### config.mk
export PLATFORM = sky130hd
export DESIGN_NAME = sideband_ctrl
export DESIGN_NICKNAME = d
export VERILOG_FILES = /design/src/verilog/sideband_pkg.sv /design/src/verilog/lane_monitor_if.sv /design/src/verilog/lane_monitor.sv /design/src/verilog/pin_sync.sv /design/src/verilog/sideband_ctrl.sv
export VERILOG_INCLUDE_DIRS = /design/src /design/src/verilog
export SDC_FILE = /design/constraint.sdc
export NUM_CORES = 1
export LEC_CHECK = 0
export BUFFER_PORTS_ARGS = -buffer_cell sky130_fd_sc_hd__buf_2
export CORE_ASPECT_RATIO = 2
export CORE_MARGIN = 1
export CORE_UTILIZATION = 37
export DETAILED_ROUTE_END_ITERATION = 10
export GPL_ROUTABILITY_DRIVEN = 0
export MAX_ROUTING_LAYER = met4
export PLACE_DENSITY = 0.63
export SYNTH_ARGS = -nofsm -noshare
export SYNTH_HDL_FRONTEND = slang
export SYNTH_SLANG_ARGS = --single-unit
### constraint.sdc
create_clock -name clk_i -period 2.95 [get_ports clk_i]
set_clock_uncertainty 0.1 [all_clocks]
set_input_delay 0.59 -clock clk_i [delete_from_list [all_inputs] [get_ports clk_i]]
set_output_delay 0.59 -clock clk_i [all_outputs]
set_load 0.05 [all_outputs]
### src/verilog/sideband_defs.svh
// register offsets, field positions and timing counts for the sideband controller
`ifndef SIDEBAND_DEFS_SVH
`define SIDEBAND_DEFS_SVH

// ---------------------------------------------------------------
// register byte addresses
// ---------------------------------------------------------------
`define REG_CONTROL 12'h000
`define REG_PINS 12'h004
`define REG_STATUS 12'h008
`define REG_MASK 12'h00c
`define REG_LOS_THRESH 12'h010
`define REG_LANE_LEVEL0 12'h020

// ---------------------------------------------------------------
// field positions
// ---------------------------------------------------------------
`define CTL_TX_DISABLE 0
`define CTL_FORCE_LOW_POWER 1
`define PINS_SELECT 0
`define PINS_RESET 1
`define PINS_LOW_POWER 2
`define PINS_TX_OFF 3
`define PINS_INIT_PENDING 4
`define PINS_LOW_POWER_ACT 5
`define ST_RESET_DONE 0
`define ST_LOS_LANE0 1

// ---------------------------------------------------------------
// reset values and timing
// ---------------------------------------------------------------
`define CONTROL_RESET 32'h0000_0000
`define MASK_RESET 32'h0000_001f
`define LOS_THRESH_RESET 16'h0100
`define CLK_PERIOD_NS 20
`define RESET_MIN_PULSE_NS 10000
`define RESET_MIN_CYCLES ((`RESET_MIN_PULSE_NS + `CLK_PERIOD_NS - 1) / `CLK_PERIOD_NS)
`define POWER_ON_INIT_MS 2000
`define POWER_ON_INIT_CYCLES ((`POWER_ON_INIT_MS * 1000000) / `CLK_PERIOD_NS)

`endif

### src/verilog/sideband_pkg.sv
// types shared by the sideband controller modules
package sideband_pkg;

  // ---------------------------------------------------------------
  // module life cycle
  // ---------------------------------------------------------------
  typedef enum logic [1:0] {
    st_power_on,
    st_in_reset,
    st_ready
  } life_state_t;

endpackage

### src/verilog/lane_monitor_if.sv
// carrier between the lane monitor and the sideband top
`timescale 1ns/1ps
interface lane_monitor_if #(
  parameter int LANES = 4,
  parameter int LEVEL_W = 16
);
  logic [LEVEL_W-1:0] level [LANES];
  logic [LANES-1:0] lost;
  logic [LEVEL_W-1:0] threshold;

  modport mon (output level, output lost, input threshold);
  modport top (input level, input lost, output threshold);
endinterface

### src/verilog/lane_monitor.sv
// per-lane optical level capture and loss-of-signal compare
`timescale 1ns/1ps
module lane_monitor
  import sideband_pkg::*;
#(
  parameter int LANES = 4,
  parameter int LEVEL_W = 16
)(
  input wire logic clk_i,
  input wire logic rst_n_i,
  input wire logic [LANES*LEVEL_W-1:0] lane_level_i,
  lane_monitor_if.mon mon
);

  logic [LEVEL_W-1:0] level_q [LANES];
  logic [LEVEL_W-1:0] next_level [LANES];
  logic [LANES-1:0] lost_q;
  logic [LANES-1:0] next_lost;

  // ---------------------------------------------------------------
  // sampling
  // ---------------------------------------------------------------
  // levels come from the measuring adc on this clock, so no synchroniser
  always_comb
  begin
    for (int i = 0; i < LANES; i++)
    begin
      next_level[i] = lane_level_i[i*LEVEL_W +: LEVEL_W];
      next_lost[i] = level_q[i] < mon.threshold;
    end
  end

  always_ff @(posedge clk_i or negedge rst_n_i)
  begin
    if (!rst_n_i)
    begin
      for (int i = 0; i < LANES; i++)
        level_q[i] <= '0;
      lost_q <= '0;
    end
    else
    begin
      level_q <= next_level;
      lost_q <= next_lost;
    end
  end

  assign mon.level = level_q;
  assign mon.lost = lost_q;

  los_follows_a: assert property (@(posedge clk_i) disable iff (!rst_n_i)
    $past(rst_n_i) |-> lost_q[0] == $past(level_q[0] < mon.threshold))
    else $error("lane 0 loss flag does not follow compare");

endmodule

### src/verilog/pin_sync.sv
// two-flop synchroniser bank for the host control pins
`timescale 1ns/1ps
module pin_sync #(
  parameter int WIDTH = 4,
  parameter logic [WIDTH-1:0] RESET_VAL = '0
)(
  input wire logic clk_i,
  input wire logic rst_n_i,
  input wire logic [WIDTH-1:0] async_i,
  output logic [WIDTH-1:0] sync_o
);

  logic [WIDTH-1:0] meta;

  // ---------------------------------------------------------------
  // two stages, first stage read only by the second
  // ---------------------------------------------------------------
  always_ff @(posedge clk_i or negedge rst_n_i)
  begin
    if (!rst_n_i)
    begin
      meta <= RESET_VAL;
      sync_o <= RESET_VAL;
    end
    else
    begin
      meta <= async_i;
      sync_o <= meta;
    end
  end

endmodule

### src/verilog/sideband_ctrl.sv
// sideband control and status of a four-lane optical module, with an ahb-lite register slave
//
// The implementer's own choices: the address map and the AHB-Lite interface to the registers.
`timescale 1ns/1ps
`include "sideband_defs.svh"
module sideband_ctrl
  import sideband_pkg::*;
#(
  parameter int LANES = 4,
  parameter int LEVEL_W = 16,
  parameter int INIT_CYCLES = `POWER_ON_INIT_CYCLES,
  parameter int RESET_CYCLES = `RESET_MIN_CYCLES
)(
  input wire logic clk_i,
  input wire logic rst_n_i,
  input wire logic hsel_i,
  input wire logic [11:0] haddr_i,
  input wire logic [1:0] htrans_i,
  input wire logic hwrite_i,
  input wire logic [2:0] hsize_i,
  input wire logic [31:0] hwdata_i,
  input wire logic hready_i,
  output logic [31:0] hrdata_o,
  output logic hreadyout_o,
  output logic hresp_o,
  input wire logic module_select_n_i,
  input wire logic module_reset_n_i,
  input wire logic low_power_select_i,
  input wire logic transmit_disable_input_i,
  input wire logic [LANES*LEVEL_W-1:0] lane_level_i,
  output logic serial_access_en_o,
  output logic presence_n_o,
  output logic presence_n_oe_o,
  output logic interrupt_n_o,
  output logic interrupt_n_oe_o,
  output logic rx_signal_lost_alarm_o,
  output logic tx_output_off_o,
  output logic low_power_active_o,
  output logic irq_o
);

  localparam int STW = LANES + 1;
  localparam int CW = 32;

  // ---------------------------------------------------------------
  // pin synchronisers
  // ---------------------------------------------------------------
  logic [3:0] pins_sync;
  logic sel_n, mreset_n, lp_pin, txdis_pin;

  pin_sync #(.WIDTH(4), .RESET_VAL(4'h3)) u_sync (
    .clk_i(clk_i),
    .rst_n_i(rst_n_i),
    .async_i({transmit_disable_input_i, low_power_select_i, module_reset_n_i, module_select_n_i}),
    .sync_o(pins_sync)
  );
  assign {txdis_pin, lp_pin, mreset_n, sel_n} = pins_sync;

  lane_monitor_if #(.LANES(LANES), .LEVEL_W(LEVEL_W)) lm ();

  lane_monitor #(.LANES(LANES), .LEVEL_W(LEVEL_W)) u_mon (
    .clk_i(clk_i),
    .rst_n_i(rst_n_i),
    .lane_level_i(lane_level_i),
    .mon(lm)
  );

  // ---------------------------------------------------------------
  // life cycle: power-on wait, pin reset, ready
  // ---------------------------------------------------------------
  life_state_t state, next_state;
  logic [CW-1:0] cnt, next_cnt;
  logic done_pulse;
  logic soft_default;

  always_comb
  begin
    next_state = state;
    next_cnt = cnt;
    done_pulse = 1'b0;
    soft_default = 1'b0;
    case (state)
      st_power_on:
      begin
        next_cnt = cnt + 1'b1;
        if (cnt >= CW'(INIT_CYCLES - 1))
        begin
          next_state = st_ready;
          next_cnt = '0;
          done_pulse = 1'b1;
        end
      end
      st_ready:
      begin
        // count how long the reset pin stays low
        next_cnt = mreset_n ? '0 : cnt + 1'b1;
        if (!mreset_n && cnt >= CW'(RESET_CYCLES - 1))
        begin
          next_state = st_in_reset;
          soft_default = 1'b1;
        end
      end
      st_in_reset:
      begin
        next_cnt = '0;
        soft_default = 1'b1;
        if (mreset_n)
        begin
          next_state = st_ready;
          done_pulse = 1'b1;
        end
      end
      default:
      begin
        next_state = st_power_on;
        next_cnt = '0;
      end
    endcase
  end

  always_ff @(posedge clk_i or negedge rst_n_i)
  begin
    if (!rst_n_i)
    begin
      state <= st_power_on;
      cnt <= '0;
    end
    else
    begin
      state <= next_state;
      cnt <= next_cnt;
    end
  end

  wire init_pending = (state != st_ready);

  // ---------------------------------------------------------------
  // ahb-lite address phase capture
  // ---------------------------------------------------------------
  logic dp_wr, dp_rd, next_dp_wr, next_dp_rd;
  logic [11:0] dp_addr, next_dp_addr;
  wire ap_valid = hsel_i && htrans_i[1] && hready_i;

  always_comb
  begin
    next_dp_wr = ap_valid && hwrite_i;
    next_dp_rd = ap_valid && !hwrite_i;
    next_dp_addr = ap_valid ? haddr_i : dp_addr;
  end

  always_ff @(posedge clk_i or negedge rst_n_i)
  begin
    if (!rst_n_i)
    begin
      dp_wr <= 1'b0;
      dp_rd <= 1'b0;
      dp_addr <= '0;
    end
    else
    begin
      dp_wr <= next_dp_wr;
      dp_rd <= next_dp_rd;
      dp_addr <= next_dp_addr;
    end
  end

  // serial access is gated by module select; writes and reads vanish otherwise
  wire bus_ok = !sel_n && !init_pending;
  wire wr_en = dp_wr && bus_ok;
  wire rd_en = ap_valid && !hwrite_i && bus_ok;

  // ---------------------------------------------------------------
  // control, mask, threshold and sticky status
  // ---------------------------------------------------------------
  logic [1:0] control, next_control;
  logic [STW-1:0] mask, next_mask, status, next_status;
  logic [LEVEL_W-1:0] thresh, next_thresh;
  logic [LANES-1:0] lost_d, next_lost_d;
  logic [STW-1:0] events;

  always_comb
  begin
    // losses count only once ready: the level registers reset to zero and would
    // otherwise post a false loss on every lane straight after reset
    events = {lm.lost & ~lost_d & {LANES{!init_pending}}, done_pulse};
    next_lost_d = init_pending ? '0 : lm.lost;
    next_control = control;
    next_mask = mask;
    next_thresh = thresh;
    next_status = status;
    if (soft_default)
    begin
      next_control = 2'(`CONTROL_RESET);
      next_mask = STW'(`MASK_RESET);
      next_thresh = LEVEL_W'(`LOS_THRESH_RESET);
      // completion leaving reset must still latch, set wins over the clear
      next_status = STW'(done_pulse);
    end
    else
    begin
      if (wr_en && dp_addr == `REG_CONTROL)
        next_control = hwdata_i[1:0];
      if (wr_en && dp_addr == `REG_MASK)
        next_mask = hwdata_i[STW-1:0];
      if (wr_en && dp_addr == `REG_LOS_THRESH)
        next_thresh = hwdata_i[LEVEL_W-1:0];
      // read clears, a fresh event in the same cycle wins
      if (rd_en && haddr_i == `REG_STATUS)
        next_status = '0;
      next_status = next_status | events;
    end
  end

  always_ff @(posedge clk_i or negedge rst_n_i)
  begin
    if (!rst_n_i)
    begin
      control <= 2'(`CONTROL_RESET);
      mask <= STW'(`MASK_RESET);
      thresh <= LEVEL_W'(`LOS_THRESH_RESET);
      status <= '0;
      lost_d <= '0;
    end
    else
    begin
      control <= next_control;
      mask <= next_mask;
      thresh <= next_thresh;
      status <= next_status;
      lost_d <= next_lost_d;
    end
  end

  assign lm.threshold = thresh;

  // ---------------------------------------------------------------
  // read data, captured in the address phase so status clears once
  // ---------------------------------------------------------------
  logic [31:0] rdata, next_rdata;

  always_comb
  begin
    next_rdata = '0;
    if (rd_en)
    begin
      case (haddr_i)
        `REG_CONTROL: next_rdata = {30'h0, control};
        `REG_PINS: next_rdata = {26'h0, low_power_active_o, init_pending, tx_output_off_o,
                                 lp_pin, !mreset_n, !sel_n};
        `REG_STATUS: next_rdata = 32'(status);
        `REG_MASK: next_rdata = 32'(mask);
        `REG_LOS_THRESH: next_rdata = 32'(thresh);
        default:
        begin
          for (int i = 0; i < LANES; i++)
            if (haddr_i == 12'(`REG_LANE_LEVEL0 + 4 * i))
              next_rdata = 32'(lm.level[i]);
        end
      endcase
    end
  end

  always_ff @(posedge clk_i or negedge rst_n_i)
  begin
    if (!rst_n_i)
      rdata <= '0;
    else
      rdata <= next_rdata;
  end

  assign hrdata_o = rdata;
  assign hreadyout_o = 1'b1; // zero wait states
  assign hresp_o = 1'b0;

  // ---------------------------------------------------------------
  // pin outputs
  // ---------------------------------------------------------------
  wire irq_level = |(status & mask);
  assign irq_o = irq_level;
  // open drain: drive low while asserted, else release to host pull-up
  assign interrupt_n_o = 1'b0;
  assign interrupt_n_oe_o = irq_level;
  assign presence_n_o = 1'b0;
  assign presence_n_oe_o = 1'b1;
  assign rx_signal_lost_alarm_o = |lm.lost;
  assign tx_output_off_o = txdis_pin || control[`CTL_TX_DISABLE];
  assign low_power_active_o = lp_pin || control[`CTL_FORCE_LOW_POWER];
  assign serial_access_en_o = !sel_n;

  // ---------------------------------------------------------------
  // checks
  // ---------------------------------------------------------------
  no_write_unsel_a: assert property (@(posedge clk_i) disable iff (!rst_n_i)
    (dp_wr && sel_n && state == st_ready && dp_addr == `REG_CONTROL) |=> $stable(control))
    else $error("control written while module not selected");

  reset_default_a: assert property (@(posedge clk_i) disable iff (!rst_n_i)
    (state == st_in_reset) |=> (control == 2'h0 && status[LANES:1] == '0))
    else $error("settings not at default during reset");

  done_sets_bit_a: assert property (@(posedge clk_i) disable iff (!rst_n_i)
    done_pulse |=> status[`ST_RESET_DONE] && !init_pending)
    else $error("reset completion not latched");

  power_up_done_a: assert property (@(posedge clk_i) disable iff (!rst_n_i)
    (state == st_power_on && next_state == st_ready) |-> done_pulse)
    else $error("power-up completion not posted");

  irq_follows_a: assert property (@(posedge clk_i) disable iff (!rst_n_i)
    interrupt_n_oe_o == |(status & mask))
    else $error("interrupt pin disagrees with status and mask");

  los_any_lane_a: assert property (@(posedge clk_i) disable iff (!rst_n_i)
    rx_signal_lost_alarm_o == (lm.lost != '0))
    else $error("loss alarm disagrees with lanes");

  tx_off_a: assert property (@(posedge clk_i) disable iff (!rst_n_i)
    (txdis_pin || control[0]) |-> tx_output_off_o)
    else $error("transmitter left on while disabled");

  low_power_a: assert property (@(posedge clk_i) disable iff (!rst_n_i)
    lp_pin |-> low_power_active_o)
    else $error("low power select ignored");

  presence_a: assert property (@(posedge clk_i) disable iff (!rst_n_i)
    presence_n_oe_o && !presence_n_o)
    else $error("presence not driven low");

  irq_hold_a: assert property (@(posedge clk_i) disable iff (!rst_n_i)
    (irq_level && !(rd_en && haddr_i == `REG_STATUS) && !soft_default && !(wr_en && dp_addr == `REG_MASK))
    |=> irq_level)
    else $error("interrupt dropped before status read");

  init_time_a: assert property (@(posedge clk_i) disable iff (!rst_n_i)
    (state == st_power_on) |-> cnt < CW'(INIT_CYCLES))
    else $error("power-on wait overran");

  cov_done_c: cover property (@(posedge clk_i) disable iff (!rst_n_i) done_pulse);
  cov_pin_reset_c: cover property (@(posedge clk_i) disable iff (!rst_n_i) state == st_in_reset);
  cov_los_irq_c: cover property (@(posedge clk_i) disable iff (!rst_n_i) status[1] && irq_level);
  cov_clear_c: cover property (@(posedge clk_i) disable iff (!rst_n_i) $fell(irq_level));

endmodule

==> qor.txt, run 1 <==
CELLS AND AREA
--------------------------------------------------------------------------------------
Nets                                                                              1020
Cell area after layout                                                       9850 um^2
Antenna diode count                                                                  0
# fillers                                                                         2111
Fraction of layout cells with a size suffix above 1                              27.8%
Layout-stage area growth over the synthesis result                               17.7%
Multi-input logic area                                                       3770 um^2
Register area                                                                4290 um^2

ROUTE
--------------------------------------------------------------------------------------
Average detailed-routed wire length per instance                               18.2 um
Detail-routed via count per cell                                                  5.17
Routed Wire Length                                                            20400 um
Iteration count of the initial detailed-routing pass                                 5
ANT nets after route                                                                 0
Via count of the routed design                                                    5798
Initial DRC count                                                                  242
DRC viols                                                                            0

POWER
--------------------------------------------------------------------------------------
Total chip power                                                               5.31 mW
Combinational fraction of design power                                            9.7%
Switching Fraction                                                               24.9%
Power density over cell area                                               539 nW/um^2
Max VDD drop                                                                  0.355 mV
Switching power summed over all nets                                           1.32 mW
Part of the power in registers                                                   47.4%
Internal Pwr Total                                                             3.99 mW
Share of power burned in the clock network                                       42.8%
Cell leakage power                                                             4.88 nW

LOGIC SYNTHESIS
--------------------------------------------------------------------------------------
Proportion of synthesized chip area in sequential cells                          51.3%
Number of distinct standard cells referenced by the synthesized netlist             59
Mapped Area                                                                  8370 um^2
Cell count after synthesis                                                         704
Synth Flop Type                                                           sky130_fd_sc_hd__dfrtp_1
Number of enable-type register cells in the synthesized netlist                      0
Register bit total from synthesis                                                  171
Area fraction of the dominant cell type after synthesis                          48.1%
Cell type contributing the most total cell area after synthesis           sky130_fd_sc_hd__dfrtp_1
Commonest cells in the synthesized netlist                                sky130_fd_sc_hd__dfrtp_1, sky130_fd_sc_hd__nor2_1, sky130_fd_sc_hd__ha_1, sky130_fd_sc_hd__inv_1, sky130_fd_sc_hd__mux2i_1
Mean instance size in the synthesized netlist                                11.9 um^2
Most repeated cell in the gate-level netlist after synthesis              sky130_fd_sc_hd__dfrtp_1
Warnings, synthesis                                                                  0
Dominant cells by area after synthesis                                    sky130_fd_sc_hd__dfrtp_1, sky130_fd_sc_hd__ha_1, sky130_fd_sc_hd__mux4_2
Fraction of registers with async set or reset after synthesis                     100%

CLOCK NETWORK
--------------------------------------------------------------------------------------
CTS hold repair buffers                                                              0
Post-CTS setup buffer count                                                          0
Clock transition at path regs                                                  0.06 ns
Clock sink count                                                                   171
Count of H-tree levels built during CTS                                              4
Clk_lat worst skew                                                             0.45 ns
Total of cells resized after clock tree synthesis                                    0
CTS Buffer Depth                                                                     2
CTS tree                                                                         built
Clock root buffer master                                                  sky130_fd_sc_hd__clkbuf_16
Number of buffers added by the clock tree synthesis step                            17

TIMING
--------------------------------------------------------------------------------------
Minimum period implied by the final worst setup slack                          2.58 ns
Headroom to the max-slew limit                                                   48.9%
RSZ-0062 raised after global routing                                             false
Count of endpoints failing hold in the final timing report                           0
Summed negative setup slack over all endpoints                                    0 ns
Final worst-path cycle share                                                     87.5%
Slew Viols, Final                                                                    0
Final setup violating endpoints                                                      0
Fmax                                                                           387 MHz
Slew of the pin with the lowest slew margin                                   0.765 ns

FLOORPLANNING
--------------------------------------------------------------------------------------
DIE WIDTH                                                                       108 um
Initial Util                                                                     37.8%
I/O Pins                                                                           165
Row cnt                                                                             77
Height of the die                                                               215 um
Core Area                                                                   22200 um^2
Die Outline Area                                                            23300 um^2

GLOBAL ROUTING
--------------------------------------------------------------------------------------
Largest net degree at the start of global routing                                   67
Gr usage total                                                                   19.6%
Number of antenna violations at the first check in global routing                    0
Total global routing overflow                                                        0
Vias in the first global route                                                    6138
Wire length of the first global-routing pass                                  32300 um

SETUP PATH
--------------------------------------------------------------------------------------
Worst setup path start                                                         cnt[10]
Worst reg2reg path endpoint                                               lm.threshold[12]
Largest driver fanout on the critical path                                          12
Largest stage delay on the critical path                                       0.62 ns
Worst reg-to-reg path cell count                                                     6
CP Capture Type                                                               register
Ordered list of cells on the worst path                                   or3_4 > nor4_4 > nor4_4 > nor2_2 > buf_4 > nor2_1
Setup crit end                                                            lm.threshold[12]
Reg2Reg Launch Point                                                           cnt[10]
Type of the setup path with the least slack                               register to register
Required time of the worst setup path                                          3.18 ns
Most common cell on crit path                                             sky130_fd_sc_hd__nor4_4
Cell with the largest stage delay on the worst path                       sky130_fd_sc_hd__nor2_2
Type of element launching the critical path                                   register
Flop2flop setup slack                                                          0.37 ns
Worst Path Arrival                                                             2.81 ns

RUN
--------------------------------------------------------------------------------------
Max_cap viols                                                                        0

STATUS
--------------------------------------------------------------------------------------
Result of the run                                                            completed

PLACEMENT
--------------------------------------------------------------------------------------
Post-DP Area                                                                 9250 um^2
Half-perimeter wire length after placement                                    16000 um
Port Buffers                                                                       123

MIN PATH
--------------------------------------------------------------------------------------
Min-delay worst type                                                      input port to asynchronous set/reset pin

## cell type report
type / instances / area share (%)
multi-input combinational: 479 / 38.2
tap: 276 / 3.50
inverter: 29 / 1.10
clock buffer: 20 / 4.74
sequential: 171 / 43.6
timing repair buffer: 135 / 7.48
clock inverter: 12 / 1.38
## sequential cells by signal (all words and copies together) (netlist names)
name,cells
lm.threshold,16
control,2
u_sync.meta,4
u_mon.mon.lost,4
lost_d,4
dp_addr,12
hrdata_o,16
cnt,32
mask,5
state,2
status,5
u_sync.sync_o,4
dp_wr,1
u_mon.mon.level,64
## worst max-delay path, delay by kind of cell, from the launching register on
kind | cells | cell delay, ns
buf+inv | 1 | 0.32
flops | 1 | 0.42
simple gates | 5 | 1.62
## through the flow
stage | instances | util (%) | hold slack [ns] | setup slack [ns]
after floorplan | 723 | - | 0.194 | 0.636
after global placement | 1090 | 41.7 | 0.238 | 0.382
after detailed placement | 1090 | 41.7 | 0.242 | 0.352
after CTS | 1122 | 44.5 | 0.0552 | 0.374
after global routing | 1122 | 44.5 | 0.0787 | 0.221
final | 1122 | 44.5 | 0.0553 | 0.369
## placed cells by master (no fill, tap or decap), drive strengths merged, types with 21 or more instances in the layout
cell   netlist  final
a21o        21     21
buf         36    135
conb         2     21
dfrtp      161    161
ha          65     65
inv         29     32
mux2i       27     27
nand2       24     24
nor2        81     81
o21ai       22     22
## routing by layer
metal  wire (um)  share of wire (%)  track usage [%]  up-vias
met5           0                  0                -        -
met4         796                3.9             10.3        0
met3         751                3.7             4.00       44
met2       11400                 56             34.7      142
met1        7460                 37             19.8     2872
li1            -                  -                -     2740
## cell families after synthesis
| family | count (synthesis) | synth area share (%) |
|---|---|---|
| flip-flops | 171 | 51.3 |
| adder cells (fa/ha/maj) | 65 | 9.71 |
| buffers and inverters | 73 | 4.59 |
| multiplexers | 57 | 9.46 |
| AO/OA/AOI/OAI | 107 | 8.79 |
| AND/OR/NAND/NOR | 200 | 13.1 |
| XOR/XNOR | 29 | 3.03 |
| other | 2 | 0.0897 |
## worst min path at each step
stage                     depth (start not counted)                  end           start  slack (ns)
final                                             1  u_mon.mon.level[20]         rst_n_i        0.06
after global placement                            0     u_sync.sync_o[2]  u_sync.meta[2]        0.24
after CTS                                         1               cnt[6]         rst_n_i        0.06
after global routing                              1  u_mon.mon.level[21]         rst_n_i        0.08
after detailed placement                          0     u_sync.sync_o[3]  u_sync.meta[3]        0.24
after floorplan                                   0               cnt[0]         rst_n_i        0.19
## power by group through the flow
stage / combinational (mW) / clock (mW) / sequential, mW
3_5_place_dp: 0.524 / 0 / 2.56
6_report: 0.517 / 2.27 / 2.52
2_1_floorplan: 0.334 / 0 / 2.53
4_1_cts: 0.525 / 2.33 / 2.52
5_1_grt: 0.575 / 2.42 / 2.53
3_3_place_gp: 0.509 / 0 / 2.56
Power figures use the tool's default switching activity.
==> inputs of run 2 (changes only) <==
--- a/config.mk
+++ b/config.mk
@@ -9,11 +9,11 @@
 export BUFFER_PORTS_ARGS = -buffer_cell sky130_fd_sc_hd__buf_2
 export CORE_ASPECT_RATIO = 2
 export CORE_MARGIN = 1
-export CORE_UTILIZATION = 37
+export CORE_UTILIZATION = 55
 export DETAILED_ROUTE_END_ITERATION = 10
 export GPL_ROUTABILITY_DRIVEN = 0
 export MAX_ROUTING_LAYER = met4
-export PLACE_DENSITY = 0.63
+export PLACE_DENSITY = 0.86
 export SYNTH_ARGS = -nofsm -noshare
 export SYNTH_HDL_FRONTEND = slang
 export SYNTH_SLANG_ARGS = --single-unit
==> constraint.sdc (replaced) <==
create_clock -name clk_i -period 2.4 [get_ports clk_i]
set_clock_uncertainty 0.1 [all_clocks]
set_input_delay 0.48 -clock clk_i [delete_from_list [all_inputs] [get_ports clk_i]]
set_output_delay 0.48 -clock clk_i [all_outputs]
set_load 0.05 [all_outputs]
==> qor.txt, run 2 (same netlist as run 1, synthesis figures left out) <==
STATUS
----------------------------------------------------------------------------------
Result of the run                                                        completed

CLOCK NETWORK
----------------------------------------------------------------------------------
Count of H-tree levels built during CTS                                          4   unchanged
Post-CTS setup buffer count                                                      0   unchanged
Clock transition at path regs                                              0.07 ns   about the same
Clock sink count                                                               171   unchanged
Number of buffers added by the clock tree synthesis step                        17   unchanged
CTS Buffer Depth                                                                 2   unchanged
Clk_lat worst skew                                                         0.43 ns   -0.02 ns
Clock root buffer master                                              sky130_fd_sc_hd__clkbuf_16
CTS tree                                                                     built

TIMING
----------------------------------------------------------------------------------
Count of endpoints failing hold in the final timing report                       0   unchanged
Slew Viols, Final                                                                0   unchanged
Hold slack                                                               0.0460 ns   -0.00928 ns
Final setup violating endpoints                                                  0   unchanged
Minimum period implied by the final worst setup slack                      2.36 ns   -0.222 ns
RSZ-0062 raised after global routing                                         false
Fmax                                                                       424 MHz   +9.4%
Headroom to the max-slew limit                                               54.0%   +5.0 points
Final worst-path cycle share                                                 98.3%   +11 points
Slew of the pin with the lowest slew margin                               0.689 ns   -0.0765 ns

ROUTE
----------------------------------------------------------------------------------
Initial DRC count                                                              336   +39%
Average detailed-routed wire length per instance                           19.2 um   +5.5%
Via count of the routed design                                                6149   +6.1%
Routed Wire Length                                                        20500 um   +0.27%
Detail-routed via count per cell                                              5.77   +12%
Iteration count of the initial detailed-routing pass                             7   +2
DRC viols                                                                        0   unchanged
ANT nets after route                                                             0   unchanged

POWER
----------------------------------------------------------------------------------
Power density over cell area                                           643 nW/um^2   +19%
Share of power burned in the clock network                                   41.8%   -1.0 points
Switching Fraction                                                           27.3%   +2.4 points
Max VDD drop                                                              0.648 mV   +82%
Switching power summed over all nets                                       1.76 mW   +33%
Internal Pwr Total                                                         4.68 mW   +18%
Part of the power in registers                                               48.0%   +0.6 points
Cell leakage power                                                         5.02 nW   +2.8%
Combinational fraction of design power                                       10.2%   +0.5 points

FLOORPLANNING
----------------------------------------------------------------------------------
I/O Pins                                                                       165   unchanged
Initial Util                                                                 56.5%   +19 points
Die Outline Area                                                        15700 um^2   -32%
Core Area                                                               14800 um^2   -33%
Row cnt                                                                         63   -18%
Height of the die                                                           176 um   -18%
DIE WIDTH                                                                  89.2 um   -18%

SETUP PATH
----------------------------------------------------------------------------------
Most common cell on crit path                                         sky130_fd_sc_hd__a21o_1
Required time of the worst setup path                                      2.60 ns   -0.58 ns
Type of the setup path with the least slack                           register to register
Cell with the largest stage delay on the worst path                   sky130_fd_sc_hd__dfstp_2
Largest driver fanout on the critical path                                       4   -8
Largest stage delay on the critical path                                   0.56 ns   -0.06 ns
Worst Path Arrival                                                         2.56 ns   -0.25 ns
Ordered list of cells on the worst path                               inv_1 > ha_1 > a21o_1 > a21o_1 > a211oi_1 > o21bai_1 > a21o_1 > a221oi_1
Flop2flop setup slack                                                      0.04 ns   -0.33 ns
Type of element launching the critical path                               register
CP Capture Type                                                           register

GLOBAL ROUTING
----------------------------------------------------------------------------------
Wire length of the first global-routing pass                              32100 um   -0.72%
Largest net degree at the start of global routing                               45   -33%
Number of antenna violations at the first check in global routing                0   unchanged
Gr usage total                                                               28.7%   +9.2 points
Total global routing overflow                                                    0   unchanged
Vias in the first global route                                                6506   +6.0%

CELLS AND AREA
----------------------------------------------------------------------------------
Commonest non-fill, non-tap cell in the layout                        sky130_fd_sc_hd__dfrtp_1
Commonest cells after routing, fill and taps aside                    sky130_fd_sc_hd__dfrtp_1, sky130_fd_sc_hd__buf_2, sky130_fd_sc_hd__nor2_1
Final Instance Count excl. Fillers                                            1066   -5.0%
Fraction of layout cells with a size suffix above 1                          30.3%   +2.5 points
Layout-stage area growth over the synthesis result                           19.7%
Utilization of the core after routing                                        67.6%   +23 points
Antenna diode count                                                              0   unchanged
Multi-input logic area                                                   3800 um^2   +0.90%
# fillers                                                                     1072   -49%
Register area                                                            4290 um^2   unchanged
Flip-flop count of the largest register, all copies and words added             64   unchanged
Nets                                                                          1045   +2.5%
Cell area after layout                                                  10000 um^2   +1.7%

RUN
----------------------------------------------------------------------------------
Max_cap viols                                                                    0   unchanged

MIN PATH
----------------------------------------------------------------------------------
Min-delay worst type                                                  input port to register

PLACEMENT
----------------------------------------------------------------------------------
Post-DP Area                                                             9390 um^2   +1.5%
Port Buffers                                                                   123   unchanged
Placed Cells                                                                  1033   -5.2%
Half-perimeter wire length after placement                                15300 um   -4.4%

-- run 2: changes by cell type in the layout (fill, tap and decap cells not counted), sizes merged --
| cell | change |
|---|---|
| inv | +7 |
| bufinv | -2 |
| clkinv | -3 |
| dlygate4sd3 | +1 |
| clkinvlp | +1 |
| buf | +24 |
| clkbuf | -3 |
-- run 2: layer usage --
layer	vias to the layer above	GRT usage, %	share of wire (%)
met5	-	-	0
met4	0	20.2	6.8
met3	92	4.91	4.5
met2	263	50.5	56
met1	3005	27.3	33
li1	2789	-	-
-- run 2: path summary, 6_finish.rpt --
path | from | end | cells after the start
hold / removal | lane_level_i[40] | u_mon.mon.level[24] | 1
max in group asynchronous | rst_n_i | u_mon.mon.level[6] | 3
setup / recovery | lm.threshold[8] | u_mon.mon.lost[2] | 8
min in group asynchronous | rst_n_i | u_mon.mon.level[58] | 2
hold reg to reg | u_sync.meta[1] | u_sync.sync_o[1] | 0
setup reg to reg | lm.threshold[8] | u_mon.mon.lost[2] | 8
-- run 2: repair_timing --
action | 4_1_cts | 5_1_grt
setup endpoints to repair | 22 | 43
hold endpoints to repair | 34 | 0
gates resized for setup | 1 | 6
hold buffers | 1 | 0
-- run 2: critical path, delay by kind of cell, from the launching register on --
family / cells / cell delay [ns]
AO/OA/AOI/OAI: 6 / 1.27
flip-flops: 1 / 0.56
adder cells (fa/ha/maj): 1 / 0.20
buffers and inverters: 1 / 0.10
-- run 2: cell type report --
class,count,area share [%]
sequential,171,42.8
multi-input combinational,479,37.9
timing repair buffer,160,9.87
clock buffer,17,4.24
tap,195,2.43
clock inverter,15,1.62
inverter,29,1.09
-- run 2: per-stage QoR --
stage / setup TNS, ns / setup slack [ns] / total power [mW]
global route: 0 / 0.00869 / 6.66
CTS: 0 / 0.0278 / 6.47
finish: 0 / 0.0408 / 6.44
global placement: -1.46 / -0.125 / 3.76
floorplan: 0 / 0.138 / 3.52
detailed placement: -2.50 / -0.176 / 3.79
-- run 2: power groups by stage --
stage / logic (mW) / clock network [mW] / registers (mW)
final: 0.658 / 2.69 / 3.09
after global routing: 0.720 / 2.84 / 3.10
after CTS: 0.656 / 2.72 / 3.09
after detailed placement: 0.642 / 0 / 3.14
after global placement: 0.619 / 0 / 3.14
after floorplan: 0.411 / 0 / 3.11
